--- src/design/link_cfg_pkg.sv ---
// Shared constants and types for the link general configuration bank.
// Assumes a 10 MHz core clock and a byte-wide local register port.
package link_cfg_pkg;

  // ----------------------------------------------------------------
  // Register offsets and reset values
  // ----------------------------------------------------------------
  localparam logic [7:0] OFS_GEN_CFG_ONE = 8'h03;
  localparam logic [7:0] OFS_WDOG = 8'h04;
  localparam logic [7:0] OFS_I2C_CTL_ONE = 8'h05;
  localparam logic [7:0] RST_GEN_CFG_ONE = 8'hf0;
  localparam logic [7:0] RST_WDOG = 8'hfe;
  localparam logic [7:0] RST_I2C_CTL_ONE = 8'h1e;
  // Bit 0 of the first configuration register is read-only zero.
  localparam logic [7:0] GEN_CFG_ONE_WMASK = 8'hfe;

  // ----------------------------------------------------------------
  // Field positions
  // ----------------------------------------------------------------
  localparam int BIT_CHECK_GEN = 6;
  localparam int BIT_PULL_DIR = 5;
  localparam int BIT_SYNC_FILT = 4;
  localparam int BIT_PASS_MATCH = 3;
  localparam int BIT_AUTO_ACK = 2;
  localparam int BIT_COLOUR_GATE = 1;
  localparam int BIT_WDOG_OFF = 0;
  localparam int WDOG_TMO_LSB = 1;
  localparam int BIT_PASS_ALL = 7;
  localparam int SDA_HOLD_LSB = 4;
  localparam int GLITCH_LSB = 0;

  // ----------------------------------------------------------------
  // Timing
  // ----------------------------------------------------------------
  localparam int CLK_PERIOD_NS = 100;
  localparam int WDOG_UNIT_MS = 2;
  localparam int WDOG_UNIT_CYCLES = WDOG_UNIT_MS * 1000000 / CLK_PERIOD_NS;
  localparam int SDA_HOLD_STEP_NS = 50;
  localparam int GLITCH_STEP_NS = 5;
  localparam int SYNC_FILT_SINGLE = 2;
  localparam int HS_FILT_DUAL = 4;

  // ----------------------------------------------------------------
  // Types
  // ----------------------------------------------------------------
  typedef struct packed {
    logic display_enable;
    logic horiz_sync;
    logic vert_sync;
  } sync_t;

  typedef struct packed {
    logic wr;
    logic rd;
    logic [7:0] addr;
    logic [7:0] wdata;
  } reg_req_t;

  typedef enum logic {WD_IDLE, WD_BUSY} wdog_state_t;

endpackage : link_cfg_pkg

--- src/design/link_general_config_regs.sv ---
// General configuration bank of a serial-video deserializer: three byte
// registers, sync glitch filters, colour gating, forwarding decisions and
// the control-channel watchdog.
// Assumes the local I2C target decodes bus cycles into one-cycle register
// strobes on req; all inputs are synchronous to clk.
//
// Behaviour
// - Bit 6 of register one enables the check generator; reset on.
// - Bit 5 of register one picks pull-down at one, pull-up at zero.
// - With filtering on, sync and enable pulses under two clocks drop.
// - The horizontal-sync filter is two clocks, or four on two links.
// - The matched bit forwards a transaction whose decode hits.
// - The auto-acknowledge bit acks writes regardless of forward lock.
// - With a protecting serializer, colour is always gated by enable.
// - Otherwise colour passes ungated unless the gating bit is set.
// - A control transaction not done in the timeout (2 ms units) ends.
// - Watchdog bit 0 disables the watchdog when one; it resets to zero.
// - Bit 7 of the I2C control register forwards every transaction.
// - Bits 6 to 4 set the data-line hold time in 50 ns steps, reset one.
// - Bits 3 to 0 set the glitch reject width in 5 ns steps, reset 0xe.
// - Back channel stops only if enable and both forward bits are low.
`timescale 1ns/1ps
module link_general_config_regs
  import link_cfg_pkg::*;
#(
  parameter int PIX_W = 24,
  parameter int UNIT_CYCLES = WDOG_UNIT_CYCLES
) (
  // Clock and reset
  input wire logic clk,
  input wire logic arst_n,
  // Local register port
  input reg_req_t req,
  output logic [7:0] rdata,
  output logic rvalid,
  // Video path
  input wire logic dual_link,
  input wire logic serializer_protected,
  input sync_t sync_in,
  input wire logic [PIX_W-1:0] pix_in,
  output sync_t sync_out,
  output logic [PIX_W-1:0] pix_out,
  // Control channel
  input wire logic addr_match,
  input wire logic fwd_locked,
  input wire logic write_req,
  input wire logic back_channel_on,
  input wire logic txn_start,
  input wire logic txn_done,
  output logic i2c_fwd_req,
  output logic write_ack,
  output logic back_channel_active,
  output logic txn_timeout,
  // Static configuration
  output logic back_channel_check_gen_on,
  output logic idle_input_pull_dir,
  output logic [2:0] sda_hold_steps,
  output logic [3:0] glitch_steps
);

  // ----------------------------------------------------------------
  // Register file
  // ----------------------------------------------------------------
  logic [7:0] gen_reg, gen_next;
  logic [7:0] wdog_reg, wdog_next;
  logic [7:0] ictl_reg, ictl_next;
  logic [7:0] rdata_reg, rdata_next;
  logic rvalid_reg, rvalid_next;

  // Writes update the addressed byte; reads return it next cycle.
  always_comb begin
    gen_next = gen_reg;
    wdog_next = wdog_reg;
    ictl_next = ictl_reg;
    rdata_next = rdata_reg;
    rvalid_next = req.rd;
    if (req.wr) begin
      unique case (req.addr)
        OFS_GEN_CFG_ONE: gen_next = req.wdata & GEN_CFG_ONE_WMASK;
        OFS_WDOG: wdog_next = req.wdata;
        OFS_I2C_CTL_ONE: ictl_next = req.wdata;
        default: ;
      endcase
    end
    if (req.rd) begin
      unique case (req.addr)
        OFS_GEN_CFG_ONE: rdata_next = gen_reg & GEN_CFG_ONE_WMASK;
        OFS_WDOG: rdata_next = wdog_reg;
        OFS_I2C_CTL_ONE: rdata_next = ictl_reg;
        default: rdata_next = 8'h00;
      endcase
    end
  end

  // Register stage for the configuration bytes.
  always_ff @(posedge clk or negedge arst_n) begin
    if (!arst_n) begin
      gen_reg <= RST_GEN_CFG_ONE;
      wdog_reg <= RST_WDOG;
      ictl_reg <= RST_I2C_CTL_ONE;
      rdata_reg <= 8'h00;
      rvalid_reg <= 1'b0;
    end else begin
      gen_reg <= gen_next;
      wdog_reg <= wdog_next;
      ictl_reg <= ictl_next;
      rdata_reg <= rdata_next;
      rvalid_reg <= rvalid_next;
    end
  end

  assign rdata = rdata_reg;
  assign rvalid = rvalid_reg;

  // ----------------------------------------------------------------
  // Field decode
  // ----------------------------------------------------------------
  logic filt_on, pass_match, pass_all, auto_ack, colour_gated_by_valid;
  logic ctrl_channel_timeout_off;
  logic [6:0] ctrl_channel_timeout;

  // Static fields drive the block and its configuration outputs.
  assign back_channel_check_gen_on = gen_reg[BIT_CHECK_GEN];
  assign idle_input_pull_dir = gen_reg[BIT_PULL_DIR];
  assign filt_on = gen_reg[BIT_SYNC_FILT];
  assign pass_match = gen_reg[BIT_PASS_MATCH];
  assign auto_ack = gen_reg[BIT_AUTO_ACK];
  assign colour_gated_by_valid = gen_reg[BIT_COLOUR_GATE];
  assign ctrl_channel_timeout = wdog_reg[WDOG_TMO_LSB +: 7];
  assign ctrl_channel_timeout_off = wdog_reg[BIT_WDOG_OFF];
  assign pass_all = ictl_reg[BIT_PASS_ALL];
  assign sda_hold_steps = ictl_reg[SDA_HOLD_LSB +: 3];
  assign glitch_steps = ictl_reg[GLITCH_LSB +: 4];

  // ----------------------------------------------------------------
  // Forwarding, acknowledge and back channel
  // ----------------------------------------------------------------
  // Handshake decisions are combinational from live fields.
  assign i2c_fwd_req = pass_all | (pass_match & addr_match);
  assign write_ack = write_req & (auto_ack | fwd_locked);
  assign back_channel_active = back_channel_on | pass_match | pass_all;

  // ----------------------------------------------------------------
  // Sync glitch filters
  // ----------------------------------------------------------------
  sync_t sync_reg, sync_next;
  logic [2:0][2:0] cnt_reg, cnt_next;
  logic [2:0] raw, held;

  assign raw = sync_in;
  assign held = sync_reg;

  // With filtering on, a level is accepted only after it stands for the full filter width.
  always_comb begin
    logic [2:0] width;
    logic [2:0] nxt;
    width = 3'd0;
    nxt = held;
    cnt_next = cnt_reg;
    for (int i = 0; i < 3; i++) begin
      // Index 1 is the horizontal sync.
      width = (i == 1 && dual_link) ? 3'(HS_FILT_DUAL)
                                    : 3'(SYNC_FILT_SINGLE);
      if (!filt_on) begin
        nxt[i] = raw[i];
        cnt_next[i] = 3'd0;
      end else if (raw[i] == held[i]) begin
        cnt_next[i] = 3'd0;
      end else if (cnt_reg[i] + 3'd1 >= width) begin
        nxt[i] = raw[i];
        cnt_next[i] = 3'd0;
      end else begin
        cnt_next[i] = cnt_reg[i] + 3'd1;
      end
    end
    sync_next = nxt;
  end

  // Register stage for the filters.
  always_ff @(posedge clk or negedge arst_n) begin
    if (!arst_n) begin
      sync_reg <= '0;
      cnt_reg <= '0;
    end else begin
      sync_reg <= sync_next;
      cnt_reg <= cnt_next;
    end
  end

  assign sync_out = sync_reg;

  // ----------------------------------------------------------------
  // Colour gating
  // ----------------------------------------------------------------
  logic [PIX_W-1:0] pix_reg, pix_next;
  logic gate;

  // A protecting serializer forces gating; otherwise the bit decides.
  assign gate = serializer_protected | colour_gated_by_valid;

  always_comb begin
    pix_next = (gate && !sync_in.display_enable) ? '0 : pix_in;
  end

  always_ff @(posedge clk or negedge arst_n) begin
    if (!arst_n) begin
      pix_reg <= '0;
    end else begin
      pix_reg <= pix_next;
    end
  end

  assign pix_out = pix_reg;

  // ----------------------------------------------------------------
  // Control-channel watchdog
  // ----------------------------------------------------------------
  wdog_state_t wd_reg, wd_next;
  logic [$clog2(UNIT_CYCLES)-1:0] tick_reg, tick_next;
  logic [6:0] unit_reg, unit_next;
  logic tmo_reg, tmo_next;

  // Count whole units while a transaction is open; a zero field wraps
  // and expires only after 128 units, so software must avoid it.
  always_comb begin
    wd_next = wd_reg;
    tick_next = tick_reg;
    unit_next = unit_reg;
    tmo_next = 1'b0;
    unique case (wd_reg)
      WD_IDLE: begin
        if (txn_start) begin
          wd_next = WD_BUSY;
          tick_next = '0;
          unit_next = 7'd0;
        end
      end
      WD_BUSY: begin
        if (txn_done) begin
          wd_next = WD_IDLE;
        end else if (!ctrl_channel_timeout_off) begin
          if (tick_reg == ($clog2(UNIT_CYCLES))'(UNIT_CYCLES - 1)) begin
            tick_next = '0;
            unit_next = unit_reg + 7'd1;
            if (unit_reg + 7'd1 == ctrl_channel_timeout) begin
              tmo_next = 1'b1;
              wd_next = WD_IDLE;
            end
          end else begin
            tick_next = tick_reg + 1'b1;
          end
        end
      end
    endcase
  end

  always_ff @(posedge clk or negedge arst_n) begin
    if (!arst_n) begin
      wd_reg <= WD_IDLE;
      tick_reg <= '0;
      unit_reg <= 7'd0;
      tmo_reg <= 1'b0;
    end else begin
      wd_reg <= wd_next;
      tick_reg <= tick_next;
      unit_reg <= unit_next;
      tmo_reg <= tmo_next;
    end
  end

  assign txn_timeout = tmo_reg;
endmodule : link_general_config_regs

--- config.mk ---
export PLATFORM = sky130hd
export DESIGN_NAME = link_general_config_regs
export DESIGN_NICKNAME = d
export VERILOG_FILES = /design/src/design/link_cfg_pkg.sv /design/src/design/link_general_config_regs.sv
export SDC_FILE = /design/constraint.sdc
export NUM_CORES = 1
export LEC_CHECK = 0
export BUFFER_PORTS_ARGS = -buffer_cell sky130_fd_sc_hd__buf_2
export CORE_MARGIN = 2
export CORE_UTILIZATION = 45
export CTS_CLUSTER_SIZE = 10
export DETAILED_ROUTE_END_ITERATION = 8
export PLACE_DENSITY_LB_ADDON = 0.1
export SLEW_MARGIN = 20
export SYNTH_ARGS = -nofsm -noshare
export SYNTH_HDL_FRONTEND = slang
export SYNTH_SLANG_ARGS = --single-unit
--- constraint.sdc ---
create_clock -name clk -period 2.7 [get_ports clk]
set_clock_uncertainty 0.1 [all_clocks]
set_input_delay 0.27 -clock clk [delete_from_list [all_inputs] [get_ports clk]]
set_output_delay 0.27 -clock clk [all_outputs]
set_load 0.02 [all_outputs]
# --- Yosys cells after proc, flatten, opt, wreduce, memory -nomap -nowiden ---
# Cells that the tools add are included.
word_totals:
  in_bits: 55
  regBits: 92
  output_inout_bits: 49
  word_cells: 102
op_classes:
  add_sub_neg: 5
  n_reduce_logical: 10
  bitwise_logic: 8
  eq_ne: 18
  magnitude_cmp: 3
  mux: 42
op_table:
  columns: ["cell", "count"]
  rows:
  - ["$mux W15", 4]
  - ["$mux W3", 10]
  - ["$pmux W15 S2", 1]
  - ["$mux W7", 4]
  - ["$mux W24", 1]
  - ["$pmux W8 S3", 1]
  - ["$mux W1", 19]
  - ["$eq A8 B3 Y1 const B", 2]
  - ["$add A15 B1 Y15 const B", 1]
  - ["$eq A15 B15 Y1 const B", 1]
  - ["$pmux W7 S2", 1]
  - ["$ne A2 B2 Y1 const B", 6]
  - ["$reduce_and A2 Y1", 6]
  - ["$add A3 B1 Y3 const B", 3]
  - ["$eq A8 B2 Y1 const B", 1]
  - ["$ne A2 B1 Y1 const B", 4]
  - ["$add A7 B1 Y7 const B", 1]
  - ["$eq A7 B7 Y1", 1]
  - ["$ge A3 B2 Y1 const B", 2]
  - ["$or A1 B1 Y1", 5]
  - ["$reduce_and A4 Y1", 1]
  - ["$eq A1 B1 Y1", 3]
  - ["$ge A3 B3 Y1", 1]
  - ["$reduce_and A3 Y1", 1]
  - ["5 further kinds", 6]

# --- Logic depth before layout (Yosys ltp) ---
depth:
  depth_word: 7
  depth_mapped: 8
  ltp_nobuf: 8

# --- Worst setup path after synthesis ---
# Ideal clock, no wire load.
synth_path:
  path_kind: "flip-flop to flip-flop"
  start: "register tick_reg[5]"
  end: "register unit_reg[6]"
  required_ns: 2.478
  stages_incl_launch_ff: 7
  arrival_time_ns: 1.844
  setup_time_ns: 0.122
  synth_period_minus_slack_ns: 2.065
  path_buffers: 1
  slack_ns: 0.635
  cell_sequence: "dfrtp_1 or3_1 or4_4 buf_6 nor4_4 mux2i_1 o21ai_2"
synth_between:
  elab_chain_cells: 3
synth_rtl:
  columns: ["item", "line", "rtl"]
  rows:
  - ["start: declaration", "link_general_config_regs.sv:219", "logic [$clog2(UNIT_CYCLES)-1:0] tick_reg, tick_next;"]
  - ["start signal: assignment", "link_general_config_regs.sv:265", "tick_reg <= tick_next;"]
  - ["$eq A15 B15 Y1", "link_general_config_regs.sv:242", "if (tick_reg == ($clog2(UNIT_CYCLES))'(UNIT_CYCLES - 1)) begin"]
  - ["$ne A2 B1 Y1 (no source line)", null, null]
  - ["$reduce_and A4 Y1 (no source line)", null, null]
  - ["end signal: assignment", "link_general_config_regs.sv:266", "unit_reg <= unit_next;"]
  - ["end: declaration", "link_general_config_regs.sv:220", "logic [6:0] unit_reg, unit_next;"]
# Every way passes these cells.
# A chain may end at the register's enable or synchronous reset.

# --- Worst setup path in the final report ---
layout_path:
  start: "register tick_reg[6]"
  end: "register unit_reg[1]"
# The elaborated chain is that of the path after synthesis.

==> impl_metrics.ini <==
[outcome]
outcome = finished, final reports clean

[clock_tree]
cts-root-buf = clkbuf_8
htree_levels = 3
ctsLongestPathBuffers = 2
cts.sink_count = 92
clk_pin_slew_ns = 0.10
cts_setup_buffers = 0
cts_buffers = 9
clock_latency_ns = 0.36
cts_resized = 0
cts_tree = built

[timing]
finalCritPeriodShare_pct = 86.4
maxSlewViolCount = 0
finalSetupViolCount = 0
relSlewSlack_pct = 55.0
fin_crit_ns = 2.33
worst_pin_slew_ns = 0.674
setup_tns_ns = 0
max_freq_mhz = 428
hold_viol_final = 0
rsz0062_at_grt = no
fin_ws_ns = 0.366

[placement]
dp_cells = 603
numPortBuffers = 103
dp_hpwl_um = 6580
dp_worst_setup_slack_ns = 0.391
globalplace.congestion = 0.805
place_area_mm2 = 0.00494

[synthesis]
async_flop_share_pct = 100
synthCells = 386
ys_seq_area_share_pct = 53.7
synth_warnings = 0
synth.distinct_cells = 58
synthMuxAreaShare_pct = 7.96
yosys.area_share.simple_pct = 17.1
synth_adder_area_share_pct = 2.60
ys.flop_type = dfrtp_1
synth_edf_count = 0
synth_compound_area_share_pct = 9.23
syn_avg_cell_area_um2 = 11.2
ys_seq_elements = 92
synth_top_family_by_area = simple AND/OR/NAND/NOR gates
synthesis.area_mm2 = 0.00432
synth-xor-area-share_pct = 4.86

[critical_path]
crit_chain = or3_1 -> or4_4 -> a21oi_4 -> nor2b_1 -> a31o_1
cp.arrival_ns = 2.49
startpoint_type = flip-flop
critPathKind = flip-flop to flip-flop
r2r_cells = 5
cp.required_ns = 2.86
crit_fanout = 13
cp_slowest_cell = or4_4
max_stage_delay_ns = 0.64
end_kind = flip-flop

[power_and_ir_drop]
vdd_ir_drop_max_uv = 286
total_power_mw = 2.80
power_density_mw_per_mm2 = 528
power_leakage_nw = 2.52

[die]
core_region_area_mm2 = 0.00928
die_w_um = 102
dieArea_mm2 = 0.0104
ios = 104
die_y_um = 102
rows = 35
start_util_pct = 46.6

[drt]
drc_errors = 0
firstDrtPassIters = 4
num_vias = 3214
final_antenna_net_count = 0
drt_iter0_drc = 161
via_per_inst = 5.05
wl_per_cell_um = 14.5
finalWirelength_um = 9250

[finish]
finalInstanceArea_mm2 = 0.00531
nets = 567
largest_register_ffs = 24
antennaDiodeCount = 0
regArea_mm2 = 0.00232
fill_cells = 847
layout-drive-gt1-share_pct = 34.8
fin_cells = 637
syn_to_final_growth_pct = 22.9
multi_input_area_mm2 = 0.00183

[global_route]
antenna_found_initial = 0
grt_pass1_wl_um = 15600
met3_usage_pct = 4.72
grt_max_degree = 57
grt-ovfl-total = 0
met2_usage_pct = 27.6
grt.met1_usage_pct = 28.3
grt_use_total_pct = 19.0
grt_pass1_vias = 3171
grt-busiest-layer = met1

[run]
maxCapViolations = 0

[min_path]
worstHoldPathCells = 2
hp-class = input pin to flip-flop
timing repair:
action	CTS	global route
hold buffers	18	0
endpoints found under the setup margin	0	0
endpoints found under the hold margin	43	0
synthesized netlist by cell type (2+ instances only):
| cell type | number | area [um^2] |
|---|---|---|
| a211oi_1 | 2 | 15.0 |
| a21o_1 | 3 | 22.5 |
| a21oi_1 | 10 | 50.1 |
| a22o_1 | 8 | 70.1 |
| a22oi_1 | 2 | 15.0 |
| and2_1 | 24 | 150 |
| and3_1 | 4 | 25.0 |
| buf_2 | 3 | 15.0 |
| buf_4 | 8 | 60.1 |
| clkbuf_1 | 11 | 41.3 |
| dfrtp_1 | 77 | 1930 |
| dfstp_2 | 15 | 394 |
| ha_1 | 9 | 113 |
| inv_1 | 17 | 63.8 |
| mux2_2 | 27 | 304 |
| mux2i_1 | 4 | 40.0 |
| nand2_1 | 20 | 75.1 |
| nand2b_1 | 4 | 25.0 |
| nand3_1 | 14 | 70.1 |
| nand4_1 | 9 | 56.3 |
| nand4b_1 | 2 | 17.5 |
| nor2_1 | 28 | 105 |
| nor2b_1 | 5 | 31.3 |
| nor3_1 | 4 | 20.0 |
| nor3b_1 | 2 | 15.0 |
| nor4_1 | 5 | 31.3 |
| o21a_1 | 2 | 15.0 |
| o21ai_0 | 7 | 35.0 |
| o21ai_1 | 2 | 10.0 |
| o22ai_1 | 7 | 43.8 |
| or3_1 | 2 | 12.5 |
| xnor2_1 | 16 | 140 |
| xor2_1 | 8 | 70.1 |
cells by family (layout without fill, tap and decap cells):
logic type,after synthesis,after routing
simple gates,133,133
flops,92,92
compound gates,56,56
buf+inv,40,159
mux,31,31
xor+xnor,24,24
fa+ha+maj,9,9
other cells,1,4
per-stage QoR:
stage	hold WS [ns]	utilization, %
3_3_place_gp	0.178	53.2
3_5_place_dp	0.182	53.2
6_report	0.0148	57.2
4_1_cts	0.00112	57.2
5_1_grt	0.00418	57.2
2_1_floorplan	-0.126	-
cell usage in the layout, fill, tap and decap left out, types with 5 or more instances in the layout:
| cell type | netlist | layout |
|---|---|---|
| mux2_2 | 27 | 27 |
| buf_2 | 3 | 102 |
| nor2b_1 | 5 | 5 |
| nand2_1 | 20 | 20 |
| nor2_1 | 28 | 28 |
| a21oi_1 | 10 | 10 |
| ha_1 | 9 | 9 |
| and2_1 | 24 | 24 |
| inv_1 | 17 | 17 |
| o21ai_0 | 7 | 7 |
| nor4_1 | 5 | 5 |
| dfrtp_1 | 77 | 77 |
| dfstp_2 | 15 | 15 |
| nand3_1 | 14 | 14 |
| dlygate4sd3_1 | 0 | 18 |
| nand4_1 | 9 | 9 |
| a22o_1 | 8 | 8 |
| xnor2_1 | 16 | 16 |
| xor2_1 | 8 | 8 |
| buf_4 | 8 | 5 |
| clkbuf_8 | 0 | 9 |
| o22ai_1 | 7 | 7 |
layer usage:
layer,vias up,wire length (um),share of wire (%)
met3,9,433,4.7
met4,0,112,1.2
li1,1570,-,-
met1,1561,4560,49
met2,74,4150,45
met5,-,0,0
power breakdown:
| part | switching [mW] | internal (mW) | total, mW |
|---|---|---|---|
| registers | 0.0593 | 1.46 | 1.51 |
| clock network | 0.542 | 0.361 | 0.902 |
| logic | 0.225 | 0.164 | 0.388 |
| total | 0.826 | 1.98 | 2.80 |
cell type report:
cell class	count	share of cell area, %
Sequential cell	92	43.7
Multi-Input combinational cell	257	34.4
Timing Repair Buffer	126	14.1
Tap cell	129	3.04
Clock buffer	9	2.33
Clock inverter	7	1.27
Inverter	17	1.20
worst max-delay path: cells and delay by family (launching register included):
kind / cells / cell delay [ns]
flip-flops: 1 / 0.44
AO/OA/AOI/OAI: 2 / 0.57
AND/OR/NAND/NOR: 3 / 1.12
worst paths after layout:
kind	start	to	slack [ns]
max in group asynchronous	arst_n	ictl_reg[1]$_DFFE_PN1P_	1.47
min in group asynchronous	arst_n	tick_reg[0]$_DFFE_PN0P_	0.31
worst min register to register	cnt_reg[3]$_DFF_PN0_	cnt_reg[3]$_DFF_PN0_	0.38
worst min-delay path	pix_in[0]	pix_out[0]$_DFF_PN0_	0.01
worst max register to register	tick_reg[6]$_DFFE_PN0P_	unit_reg[1]$_DFFE_PN0P_	0.37
worst max-delay path	tick_reg[6]$_DFFE_PN0P_	unit_reg[1]$_DFFE_PN0P_	0.37
Power figures use the tool's default switching activity.
